$ cat config.mk
export PLATFORM = sky130hd
export DESIGN_NAME = cache_mem_ctrl_general_csrs
export DESIGN_NICKNAME = d
export VERILOG_FILES = /design/src/sync2.v /design/src/error_logger.v /design/src/cache_mem_ctrl_general_csrs.v
export VERILOG_INCLUDE_DIRS = /design/src
export SDC_FILE = /design/constraint.sdc
export NUM_CORES = 1
export LEC_CHECK = 0
export ABC_CLOCK_PERIOD_IN_PS = 1950
export BUFFER_PORTS_ARGS = -buffer_cell sky130_fd_sc_hd__clkbuf_2
export CORE_MARGIN = 2
export CORE_UTILIZATION = 30
export DETAILED_ROUTE_END_ITERATION = 8
export SKIP_LAST_GASP = 1
export SLEW_MARGIN = 5
export SYNTH_ARGS = -nofsm -noshare
export SYNTH_HDL_FRONTEND = slang
export SYNTH_SLANG_ARGS = --single-unit
$ cat constraint.sdc
create_clock -name core_clk -period 1.95 [get_ports core_clk]
set_input_delay 0.39 -clock core_clk [delete_from_list [all_inputs] [get_ports core_clk]]
set_output_delay 0.39 -clock core_clk [all_outputs]
set_load 0.03 [all_outputs]
$ cat src/csr_bank_consts.vh
// Purpose: offsets, field positions and write masks of the general control/status bank
// Assumes: APB byte addresses, one 32-bit word per 16-bit register
// Notes: definitions only
`ifndef CSR_BANK_CONSTS_VH
`define CSR_BANK_CONSTS_VH
// register byte offsets (each register on a 32-byte line)
`define OFF_GENERAL_CONTROL 12'h000
`define OFF_ERROR_DIAG_STATUS 12'h040
`define OFF_TAG_COMPARE_ENABLE 12'h060
`define OFF_ERROR_ADDRESS_LOW 12'h080
`define OFF_ERROR_ADDRESS_HIGH 12'h0A0
`define OFF_LOCKED_ADDRESS_LOW 12'h0C0
`define OFF_LOCKED_ADDRESS_HIGH 12'h0E0
// general control fields
`define GC_ARB_LO 1
`define GC_WIDTH_BIT 4
`define GC_CACHE_EN 5
`define GC_NO_ALLOC 6
`define GC_LONG_WR 7
`define GC_IGN_TAG 8
`define GC_FRC_TAG 9
`define GC_FRC_D 10
`define GC_FRC_V 11
`define GC_FRC_P 12
`define GC_BAD_AP 13
// writable mask of general control (bits 13:5 and 2:1)
`define GC_WMASK 16'h3FE6
// error status fields
`define ES_MULTI 0
`define ES_TAP 1
`define ES_TCP 2
`define ES_NXM 3
`define ES_DMA 4
`define ES_VIC 5
`define ES_CREQ_LO 6
`define ES_VERSION 13
`define ES_LOCK 14
`define ES_WRITE_PENDING 15
// version bit reads high
`define VERSION_VALUE 1'h1
// tag compare mask: bits 15:1 writable
`define TAG_WMASK 16'hFFFE
`endif

$ cat src/sync2.v
// Purpose: two-flop synchroniser for one pin level
// Assumes: single core clock
// Notes: first flop feeds only the second
module sync2 (
   // clock and reset
   input wire core_clk,
   input wire rst_n,
   // level in and out
   input wire pinIn,
   output reg pinSync
);
reg stage_reg;
// two-stage capture
always @(posedge core_clk or negedge rst_n)
begin
   if (!rst_n)
   begin
      stage_reg <= 1'h0;
      pinSync <= 1'h0;
   end
   else
   begin
      stage_reg <= pinIn;
      pinSync <= stage_reg;
   end
end
endmodule // sync2

$ cat src/error_logger.v
// Purpose: error flags, address lock and cause capture
// Assumes: error events are single-cycle pulses on the core clock
// Notes: hardware set wins over software clear
`include "csr_bank_consts.vh"
module error_logger (
   // clock and reset
   input wire core_clk,
   input wire rst_n,
   // error events
   input wire tagAddrParityErr,
   input wire tagCtrlParityErr,
   input wire nonexistent_memory_error,
   input wire errDma,
   input wire errVictim,
   input wire [2:0] errCpuReq,
   input wire [2:0] errIoCmd,
   input wire [33:5] errAddr,
   // software write-one-to-clear
   input wire clrStrobe,
   input wire [3:0] clrBits,
   // captured state
   output reg [3:0] errFlags,
   output reg dmaOrigin,
   output reg victimOrigin,
   output reg [2:0] causeReq,
   output reg [28:0] lockedErrAddr
);
wire anyErr = tagAddrParityErr | tagCtrlParityErr | nonexistent_memory_error;
wire locked = |errFlags[3:1];
wire [3:0] clr = clrStrobe ? clrBits : 4'h0;
// flags and lock capture
always @(posedge core_clk or negedge rst_n)
begin
   if (!rst_n)
   begin
      errFlags <= 4'h0;
      dmaOrigin <= 1'h0;
      victimOrigin <= 1'h0;
      causeReq <= 3'h0;
      lockedErrAddr <= 29'h0;
   end
   else
   begin
      if (anyErr && !locked)
      begin
         errFlags[3:1] <= {nonexistent_memory_error, tagCtrlParityErr, tagAddrParityErr} | (errFlags[3:1] & ~clr[3:1]);
         errFlags[0] <= errFlags[0] & ~clr[0];
         dmaOrigin <= errDma;
         victimOrigin <= errVictim & nonexistent_memory_error;
         causeReq <= errDma ? errIoCmd : errCpuReq;
         lockedErrAddr <= errAddr;
      end
      else if (anyErr)
      begin
         errFlags[3:1] <= errFlags[3:1] & ~clr[3:1];
         errFlags[0] <= 1'h1;
      end
      else
         errFlags <= errFlags & ~clr;
   end
end
endmodule // error_logger

$ cat src/cache_mem_ctrl_general_csrs.v
// Purpose: general control and status registers of a cache and memory controller
// Assumes: APB slave on core_clk (40 MHz), one 32-bit word per 16-bit register
// Notes: steering outputs are registered copies of control and tag mask fields
//    unmapped words answer with pslverr and read as zero
//    any apb write, mapped or not, drops the load-locked flag
//    error flags follow set-wins-over-clear ordering
//
// Added by the designer: the APB register port and the register offsets.
`include "csr_bank_consts.vh"
module cache_mem_ctrl_general_csrs (
   // clock and reset
   input wire core_clk,
   input wire rst_n,
   // apb request
   input wire psel,
   input wire penable,
   input wire pwrite,
   input wire [11:0] paddr,
   input wire [31:0] pwdata,
   // apb answer
   output reg [31:0] prdata,
   output reg pready,
   output reg pslverr,
   // pins
   input wire memoryWidthPin,
   // load-locked and write buffer tracking
   input wire loadLockedStrobe,
   input wire [33:5] loadLockedAddr,
   input wire ioSpaceWrite,
   input wire writeBufferValid,
   // error events
   input wire tagAddrParityErr,
   input wire tagCtrlParityErr,
   input wire nonexistent_memory_error,
   // error cause, sampled with the error pulse
   input wire errDma,
   input wire errVictim,
   input wire [2:0] errCpuReq,
   input wire [2:0] errIoCmd,
   input wire [33:5] errAddr,
   // tag compare
   input wire [31:17] tagAddressBits,
   input wire [31:17] systemAddress,
   output reg tagMatch,
   // arbitration mode
   output reg [1:0] arbitrationSelect,
   output reg dmaPriority,
   output reg strongDmaPriority,
   // cache probe and write modes
   output reg probeEnable,
   output reg allocateOnWrite,
   output reg [1:0] cacheWriteCycles,
   // tag diagnostics
   output reg forceMiss,
   output reg discardVictim,
   output reg checkTagParity,
   output reg forceTagWrite,
   output reg [2:0] fillTagControl,
   output reg fillCacheable,
   output reg badAddressParity
);

////////////////////////////////////////////////////////////////////////////////
// registers and wires
// software-visible storage
reg [15:0] general_control_reg;
reg [15:0] tag_compare_mask_reg;
reg [28:0] locked_address_reg;
reg load_locked_flag_reg;
reg write_pending_reg;
// combinational next values
reg [31:0] rdata_next;
reg [1:0] cacheWriteCycles_next;
reg [2:0] fillTagControl_next;
reg [15:1] tagDiff;
// synchronised pin and logged error state
wire memWidthSync;
wire [3:0] errFlags;
wire dmaOrigin;
wire victimOrigin;
wire [2:0] causeReq;
wire [28:0] lockedErrAddr;
// apb decode: an access is taken in its first access cycle only
wire access = psel & penable & ~pready;
wire wrAccess = access & pwrite;
wire mapped = isMapped(paddr);
// per-register write strobes
wire wrControl = wrAccess & (paddr == `OFF_GENERAL_CONTROL);
wire wrStatus = wrAccess & (paddr == `OFF_ERROR_DIAG_STATUS);
wire wrTagMask = wrAccess & (paddr == `OFF_TAG_COMPARE_ENABLE);

// address decode for the pslverr error path; write strobes and read mux compare offsets directly
function isMapped;
   input [11:0] a;
   begin
      isMapped = (a == `OFF_GENERAL_CONTROL) || (a == `OFF_ERROR_DIAG_STATUS) ||
         (a == `OFF_TAG_COMPARE_ENABLE) || (a == `OFF_ERROR_ADDRESS_LOW) ||
         (a == `OFF_ERROR_ADDRESS_HIGH) || (a == `OFF_LOCKED_ADDRESS_LOW) ||
         (a == `OFF_LOCKED_ADDRESS_HIGH);
   end
endfunction

// low half of a captured address (system address 20:5)
function [15:0] lowHalf;
   input [28:0] a;
   begin
      lowHalf = a[15:0];
   end
endfunction

// high half of a captured address (system address 33:21 in bits 12:0)
function [15:0] highHalf;
   input [28:0] a;
   begin
      highHalf = {3'h0, a[28:16]};
   end
endfunction

////////////////////////////////////////////////////////////////////////////////
// submodules
sync2 u_width_sync (
   .core_clk(core_clk),
   .rst_n(rst_n),
   .pinIn(memoryWidthPin),
   .pinSync(memWidthSync)
);

error_logger u_err (
   .core_clk(core_clk),
   .rst_n(rst_n),
   .tagAddrParityErr(tagAddrParityErr),
   .tagCtrlParityErr(tagCtrlParityErr),
   .nonexistent_memory_error(nonexistent_memory_error),
   .errDma(errDma),
   .errVictim(errVictim),
   .errCpuReq(errCpuReq),
   .errIoCmd(errIoCmd),
   .errAddr(errAddr),
   .clrStrobe(wrStatus),
   .clrBits(pwdata[3:0]),
   .errFlags(errFlags),
   .dmaOrigin(dmaOrigin),
   .victimOrigin(victimOrigin),
   .causeReq(causeReq),
   .lockedErrAddr(lockedErrAddr)
);

////////////////////////////////////////////////////////////////////////////////
// read mux
always @*
begin
   rdata_next = 32'h0;
   case (paddr)
      `OFF_GENERAL_CONTROL:
      begin
         rdata_next[15:0] = general_control_reg;
         rdata_next[`GC_WIDTH_BIT] = memWidthSync;
      end
      `OFF_ERROR_DIAG_STATUS:
      begin
         rdata_next[3:0] = errFlags;
         rdata_next[`ES_DMA] = dmaOrigin;
         rdata_next[`ES_VIC] = victimOrigin;
         rdata_next[`ES_CREQ_LO + 2:`ES_CREQ_LO] = causeReq;
         rdata_next[`ES_VERSION] = `VERSION_VALUE;
         rdata_next[`ES_LOCK] = load_locked_flag_reg;
         rdata_next[`ES_WRITE_PENDING] = write_pending_reg;
      end
      `OFF_TAG_COMPARE_ENABLE:
         rdata_next[15:0] = tag_compare_mask_reg;
      `OFF_ERROR_ADDRESS_LOW:
         rdata_next[15:0] = lowHalf(lockedErrAddr);
      `OFF_ERROR_ADDRESS_HIGH:
         rdata_next[15:0] = highHalf(lockedErrAddr);
      `OFF_LOCKED_ADDRESS_LOW:
         rdata_next[15:0] = lowHalf(locked_address_reg);
      `OFF_LOCKED_ADDRESS_HIGH:
         rdata_next[15:0] = highHalf(locked_address_reg);
      default:
         rdata_next = 32'h0;
   endcase
end

////////////////////////////////////////////////////////////////////////////////
// apb handshake: one wait state, answer in second access cycle
always @(posedge core_clk or negedge rst_n)
begin
   if (!rst_n)
   begin
      pready <= 1'h0;
      pslverr <= 1'h0;
      prdata <= 32'h0;
   end
   else
   begin
      // answer one cycle after the access is taken
      pready <= access;
      pslverr <= access & ~mapped;
      // read data captured once per read, then held
      if (access && !pwrite)
         prdata <= rdata_next;
   end
end

////////////////////////////////////////////////////////////////////////////////
// writable registers; read-only ones ignore writes
always @(posedge core_clk or negedge rst_n)
begin
   if (!rst_n)
   begin
      general_control_reg <= 16'h0000;
      tag_compare_mask_reg <= 16'h0000;
   end
   else
   begin
      if (wrControl)
         general_control_reg <= pwdata[15:0] & `GC_WMASK;
      if (wrTagMask)
         tag_compare_mask_reg <= pwdata[15:0] & `TAG_WMASK;
   end
end

////////////////////////////////////////////////////////////////////////////////
// write buffer status, one cycle behind the buffer's valid level
always @(posedge core_clk or negedge rst_n)
begin
   if (!rst_n)
      write_pending_reg <= 1'h0;
   else
      write_pending_reg <= writeBufferValid;
end

// load-locked tracking: new load-locked sets, any write clears, set wins
always @(posedge core_clk or negedge rst_n)
begin
   if (!rst_n)
   begin
      load_locked_flag_reg <= 1'h0;
      locked_address_reg <= 29'h0;
   end
   else
   begin
      if (loadLockedStrobe)
      begin
         load_locked_flag_reg <= 1'h1;
         locked_address_reg <= loadLockedAddr;
      end
      else if (wrAccess || ioSpaceWrite)
         load_locked_flag_reg <= 1'h0;
   end
end

////////////////////////////////////////////////////////////////////////////////
// steering decode from control bits
always @*
begin
   cacheWriteCycles_next = general_control_reg[`GC_LONG_WR] ? 2'h2 : 2'h1;
   fillTagControl_next = {general_control_reg[`GC_FRC_P], general_control_reg[`GC_FRC_V],
      general_control_reg[`GC_FRC_D]};
end

// masked tag difference: a cleared mask bit skips that compare
always @*
begin
   tagDiff = (tagAddressBits ^ systemAddress) & tag_compare_mask_reg[15:1];
end

// registered arbitration and cache mode outputs
always @(posedge core_clk or negedge rst_n)
begin
   if (!rst_n)
   begin
      arbitrationSelect <= 2'h0;
      dmaPriority <= 1'h0;
      strongDmaPriority <= 1'h0;
      probeEnable <= 1'h0;
      allocateOnWrite <= 1'h1;
      cacheWriteCycles <= 2'h1;
   end
   else
   begin
      arbitrationSelect <= general_control_reg[2:1];
      dmaPriority <= general_control_reg[2];
      strongDmaPriority <= general_control_reg[2] & general_control_reg[1];
      probeEnable <= general_control_reg[`GC_CACHE_EN];
      allocateOnWrite <= ~general_control_reg[`GC_NO_ALLOC];
      cacheWriteCycles <= cacheWriteCycles_next;
   end
end

// registered tag diagnostic outputs
always @(posedge core_clk or negedge rst_n)
begin
   if (!rst_n)
   begin
      forceMiss <= 1'h0;
      discardVictim <= 1'h0;
      checkTagParity <= 1'h1;
      forceTagWrite <= 1'h0;
      fillTagControl <= 3'h0;
      fillCacheable <= 1'h0;
      badAddressParity <= 1'h0;
   end
   else
   begin
      forceMiss <= general_control_reg[`GC_IGN_TAG];
      discardVictim <= general_control_reg[`GC_IGN_TAG];
      checkTagParity <= ~general_control_reg[`GC_IGN_TAG];
      forceTagWrite <= general_control_reg[`GC_FRC_TAG];
      fillTagControl <= fillTagControl_next;
      fillCacheable <= general_control_reg[`GC_FRC_TAG];
      badAddressParity <= general_control_reg[`GC_BAD_AP];
   end
end

// registered tag compare result; ignore-tag forces a miss
always @(posedge core_clk or negedge rst_n)
begin
   if (!rst_n)
      tagMatch <= 1'h0;
   else
      tagMatch <= ~|tagDiff & ~general_control_reg[`GC_IGN_TAG];
end
endmodule // cache_mem_ctrl_general_csrs

# Word-level counts from Yosys, hierarchy flattened
# Cells that the tools add are included.
# op_classes
bitwise_logic,25
eq_ne,6
reduce_logical,16
n_mux,10
# ops
op,count
9-bit one-hot mux with 7 select lines,1
12-bit by 8-bit equality test with 1-bit output (second input constant),4
12-bit by 7-bit equality test with 1-bit output (second input constant),2
4-bit one-hot mux with 6 select lines,1
15-bit bitwise AND,1
3-bit one-hot mux with 5 select lines,1
15-bit OR reduction,1
15-bit XOR,1
12-bit logical NOT,1
4-bit 2-to-1 mux,3
1-bit bitwise AND,11
1-bit logical OR,7
1-bit NOT,5
4-bit bitwise AND,1
4-bit NOT,1
3-bit bitwise AND,1
1-bit logical NOT,3
3-bit 2-to-1 mux,1
3-bit NOT,1
3-bit bitwise OR,1
3-bit OR reduction,1
1-bit logical AND,2
1-bit 2-to-1 mux,2
2-bit 2-to-1 mux,1
2 further kinds,3
# totals
in_bits,152
regBits,131
word_cells,84
out_inout_bits,52

# Logic depth before layout (Yosys ltp)
# logic_depth
ltp_word,9
mapped_depth,7
mapped_depth_nobuf,4

# By module
# Synthesis repeated with hierarchy kept, for this count alone.
# hier_totals
cells_unflattened,468
hier_area_um2,6097.1
# by_module_without_submodules
module,area_per_inst_um2,seq_area_each_um2,cells_per_inst,instances
cache_mem_ctrl_general_csrs,4415.5,2255.9,373,1
error_logger,1631.6,950.9,93,1
sync2,50.0,50.0,2,1

# Worst setup path before layout
# Ideal clock, no wire load.
# synth_path
path_kind,input-to-reg
startpoint,in paddr[1]
endpoint,reg tag_compare_mask_reg[10]
setup_time_ns,0.125
path_buffers,2
setup_slack_ns,-0.021
cell_stages,6
arrival_time_ns,1.846
t_required_ns,1.825
cell_sequence,or4_4 -> nor2_1 -> and3_1 -> buf_4 -> buf_6 -> mux2_2
# synth_between
elab_chain_cells,2
# synth_lines
item,line,text
"start, declared",cache_mem_ctrl_general_csrs.v:18,"input wire [11:0] paddr,"
12-bit by 7-bit equality test with 1-bit output,--,
1-bit bitwise AND,cache_mem_ctrl_general_csrs.v:90,wire wrTagMask = wrAccess & (paddr == `OFF_TAG_COMPARE_ENABLE);
"end signal, assigned",cache_mem_ctrl_general_csrs.v:219,tag_compare_mask_reg <= pwdata[15:0] & `TAG_WMASK;
"end, declared",cache_mem_ctrl_general_csrs.v:67,reg [15:0] tag_compare_mask_reg;
# No other way between the ends.
# A chain may end at the register's enable or synchronous reset.

# Final worst setup path
# layout_path
startpoint,reg u_err.errFlags[3]
endpoint,reg u_err.lockedErrAddr[25]
# layout_between
elab_chain_cells,3
# layout_lines
item,line,text
"start, declared",error_logger.v:22,"output reg [3:0] errFlags,"
"start signal, assigned",error_logger.v:46,"errFlags[3:1] <= {nonexistent_memory_error, tagCtrlParityErr, tagAddrParityErr} | (errFlags[3:1] & ~clr[3:1]);"
"start signal, assigned",error_logger.v:55,errFlags[3:1] <= errFlags[3:1] & ~clr[3:1];
"start signal, assigned",error_logger.v:59,errFlags <= errFlags & ~clr;
3-bit OR reduction,error_logger.v:29,wire locked = |errFlags[3:1];
1-bit logical NOT,error_logger.v:44,if (anyErr && !locked)
1-bit logical AND,error_logger.v:44,
"end signal, assigned",error_logger.v:51,lockedErrAddr <= errAddr;
"end, declared",error_logger.v:26,output reg [28:0] lockedErrAddr
# No other way between the ends.

==> metrics.txt <==
DR vias=approximately 4400; Netlist cell types=47; number of synthesized flops with an enable pin=0; initial antenna violation count=0; Yosys warnings=0; Most used DFF post-synth=dfrtp_1; worst setup path class=reg -> reg; cts bufs inserted=17; pin count of the biggest net entering global routing=54; Final Non-Filler Cells=just over 900; Worst Skew=0.009709 ns; post-CTS setup buffers=0; post-synth top area share=54.01%; DR pass1 iterations=4; total global routing overflow=0; effective utilization at floorplan=30.43%; final total power=around 7.8 mW; Slew Limit Fails=0; Final setup viols=0; Filler Cell Count=1871; Async SR Flop Fraction=100.0%; post-detail-place hpwl=13.24 mm; Die Footprint=between 20000 and 25000 µm²; status=finished clean; Crit Path Max Fanout=17; sequential area share after synthesis=~55%; Worst EP arrival=around 2.0 ns; CTS Buffer Depth=2; startpoint types=flip-flop; FP Rows=51; hold bufs inserted after CTS=1; crit path capture type=flip-flop; Total GRT Usage=around 17%; setup ws final=0.2220 ns; Die W=roughly 140 µm; Cells after Synth=460; Pwr Density=between 1000 and 1500 nW/µm²; leakage=approximately 3.8 nW; worst hold path depth=1; WL per Instance=18.38 µm; Gates resized, CTS repair=0; commonest non-fill, non-tap cell in the layout=clkbuf_2; Post-DRT Antenna Nets=0; diode count=0; Peak VDD IR=0.5767 mV; clk_lat worst skew=0.42 ns; most frequent cells in the layout=clkbuf_2 (170), dfrtp_1 (127), mux2_2 (99); Chip Height=144.1 µm; area leader, netlist=dfrtp_1; share of cells above drive strength 1=a little over half; IO buf count=171; dpl cells=899; initial DRC count=roughly 180; Area after DPL=7199 µm²; final instance area=7797 µm²; core area=about 19000 µm²; pre-CTS WS=-0.1214 ns; clock root buffer=clkbuf_16; number of global-route vias before repair=roughly 4500; final wirelength=about 17 mm; ranking of synthesized cells by area=dfrtp_1 (54%), mux2_2 (19%), mux2i_1 (3.6%), buf_4 (2.6%), xor2_1 (2.2%); area growth from synthesis to layout=32.51%; clock tree sinks=130; global-route wire length before repair=25.07 mm; register bit total from synthesis=130; H-tree Lvls=4; RSZ-0062 raised after global routing=false; clk slew on worst S/H paths=0.06 ns; DRC Markers=0; Netlist Area Pre-Place=5884 µm²; min-delay worst type=in -> reg; Syn Area/Cell=12.79 µm²; max cap viols=0; final RePlAce weighted congestion=~0.9; CTS tree=built; Worst R2R Path Depth=4; Worst Path Required=2.25 ns; period utilisation layout=roughly nine tenths; Fmax achieved=0.5787 GHz; endpoints failing hold=0; number of vias per cell=4.676; Top-Level Pins=204; NumNets Final=806; Period minus WS final=1.728 ns
## synthesized netlist by cell type, types with 5 or more instances
cell	number
buf_2	10
o21ai_0	15
xor2_1	15
clkbuf_1	11
inv_1	10
nor2_1	11
nand2_1	20
nor2b_1	6
a22oi_1	11
mux2_2	99
mux2i_1	21
a21oi_1	11
buf_4	20
dfrtp_1	127
a22o_1	5
nand3_1	6
a221oi_1	7
o22ai_1	6
## metal layers
layer | wire, µm | global-route usage, %
met5 | 0 | 0
met4 | 259 | 5.573
met3 | 937 | 4.768
met2 | 8267 | 27.22
met1 | 7664 | 21.35
## cells by family after synthesis
logic type                Yosys count  share of synthesized area, %
and+or+nand+nor                    66                         5.997
other                               1                       0.06373
AOI/OAI and AO/OA                  73                         8.399
DFF                               130                         55.35
xor gates and xnor gates           15                         2.233
muxes                             121                         22.90
buffers and inverters              54                         5.061
## area by class of cell
class	count	area, µm²	area share [%]
clock buffers	19	452.9	5.809
clock inverters	13	135.1	1.733
inverters	10	37.54	0.4814
multi-input cells	291	2396	30.73
flip-flops and latches	130	3257	41.77
well taps	265	331.6	4.252
repair buffers	204	1187	15.23
## metrics by stage
| stage | utilization, % | setup TNS, ns | hold slack (ns) |
|---|---|---|---|
| after floorplan | - | 0 | 0.09441 |
| after global placement | 37.24 | -1.656 | 0.3384 |
| after detailed placement | 37.24 | -1.829 | 0.3347 |
| after CTS | 40.33 | 0 | 0.05525 |
| after global routing | 40.33 | 0 | 0.06058 |
| final | 40.33 | 0 | 0.07324 |
## power by group
group	total, mW	switching, mW	internal, mW
registers	3.39	0.241	3.15
logic	1.28	0.590	0.695
clock network	3.16	1.22	1.94
## final timing paths
path	from	end	slack, ns
max reg2reg	u_err.errFlags[3]	u_err.lockedErrAddr[25]	0.22
max	u_err.errFlags[3]	u_err.lockedErrAddr[25]	0.22
min in group asynchronous	rst_n	prdata[9]	0.46
max in group asynchronous	rst_n	probeEnable	0.84
min reg2reg	u_width_sync.stage_reg	u_width_sync.pinSync	0.34
min	memoryWidthPin	u_width_sync.stage_reg	0.07
## worst max-delay path, cell delays in order, from the launching register on
cell     delay (ns)
dfrtp_1        0.40
nor3_1         0.29
nor2b_4        0.24
buf_4          0.29
mux2_2         0.38
Power figures use the tool's default switching activity.
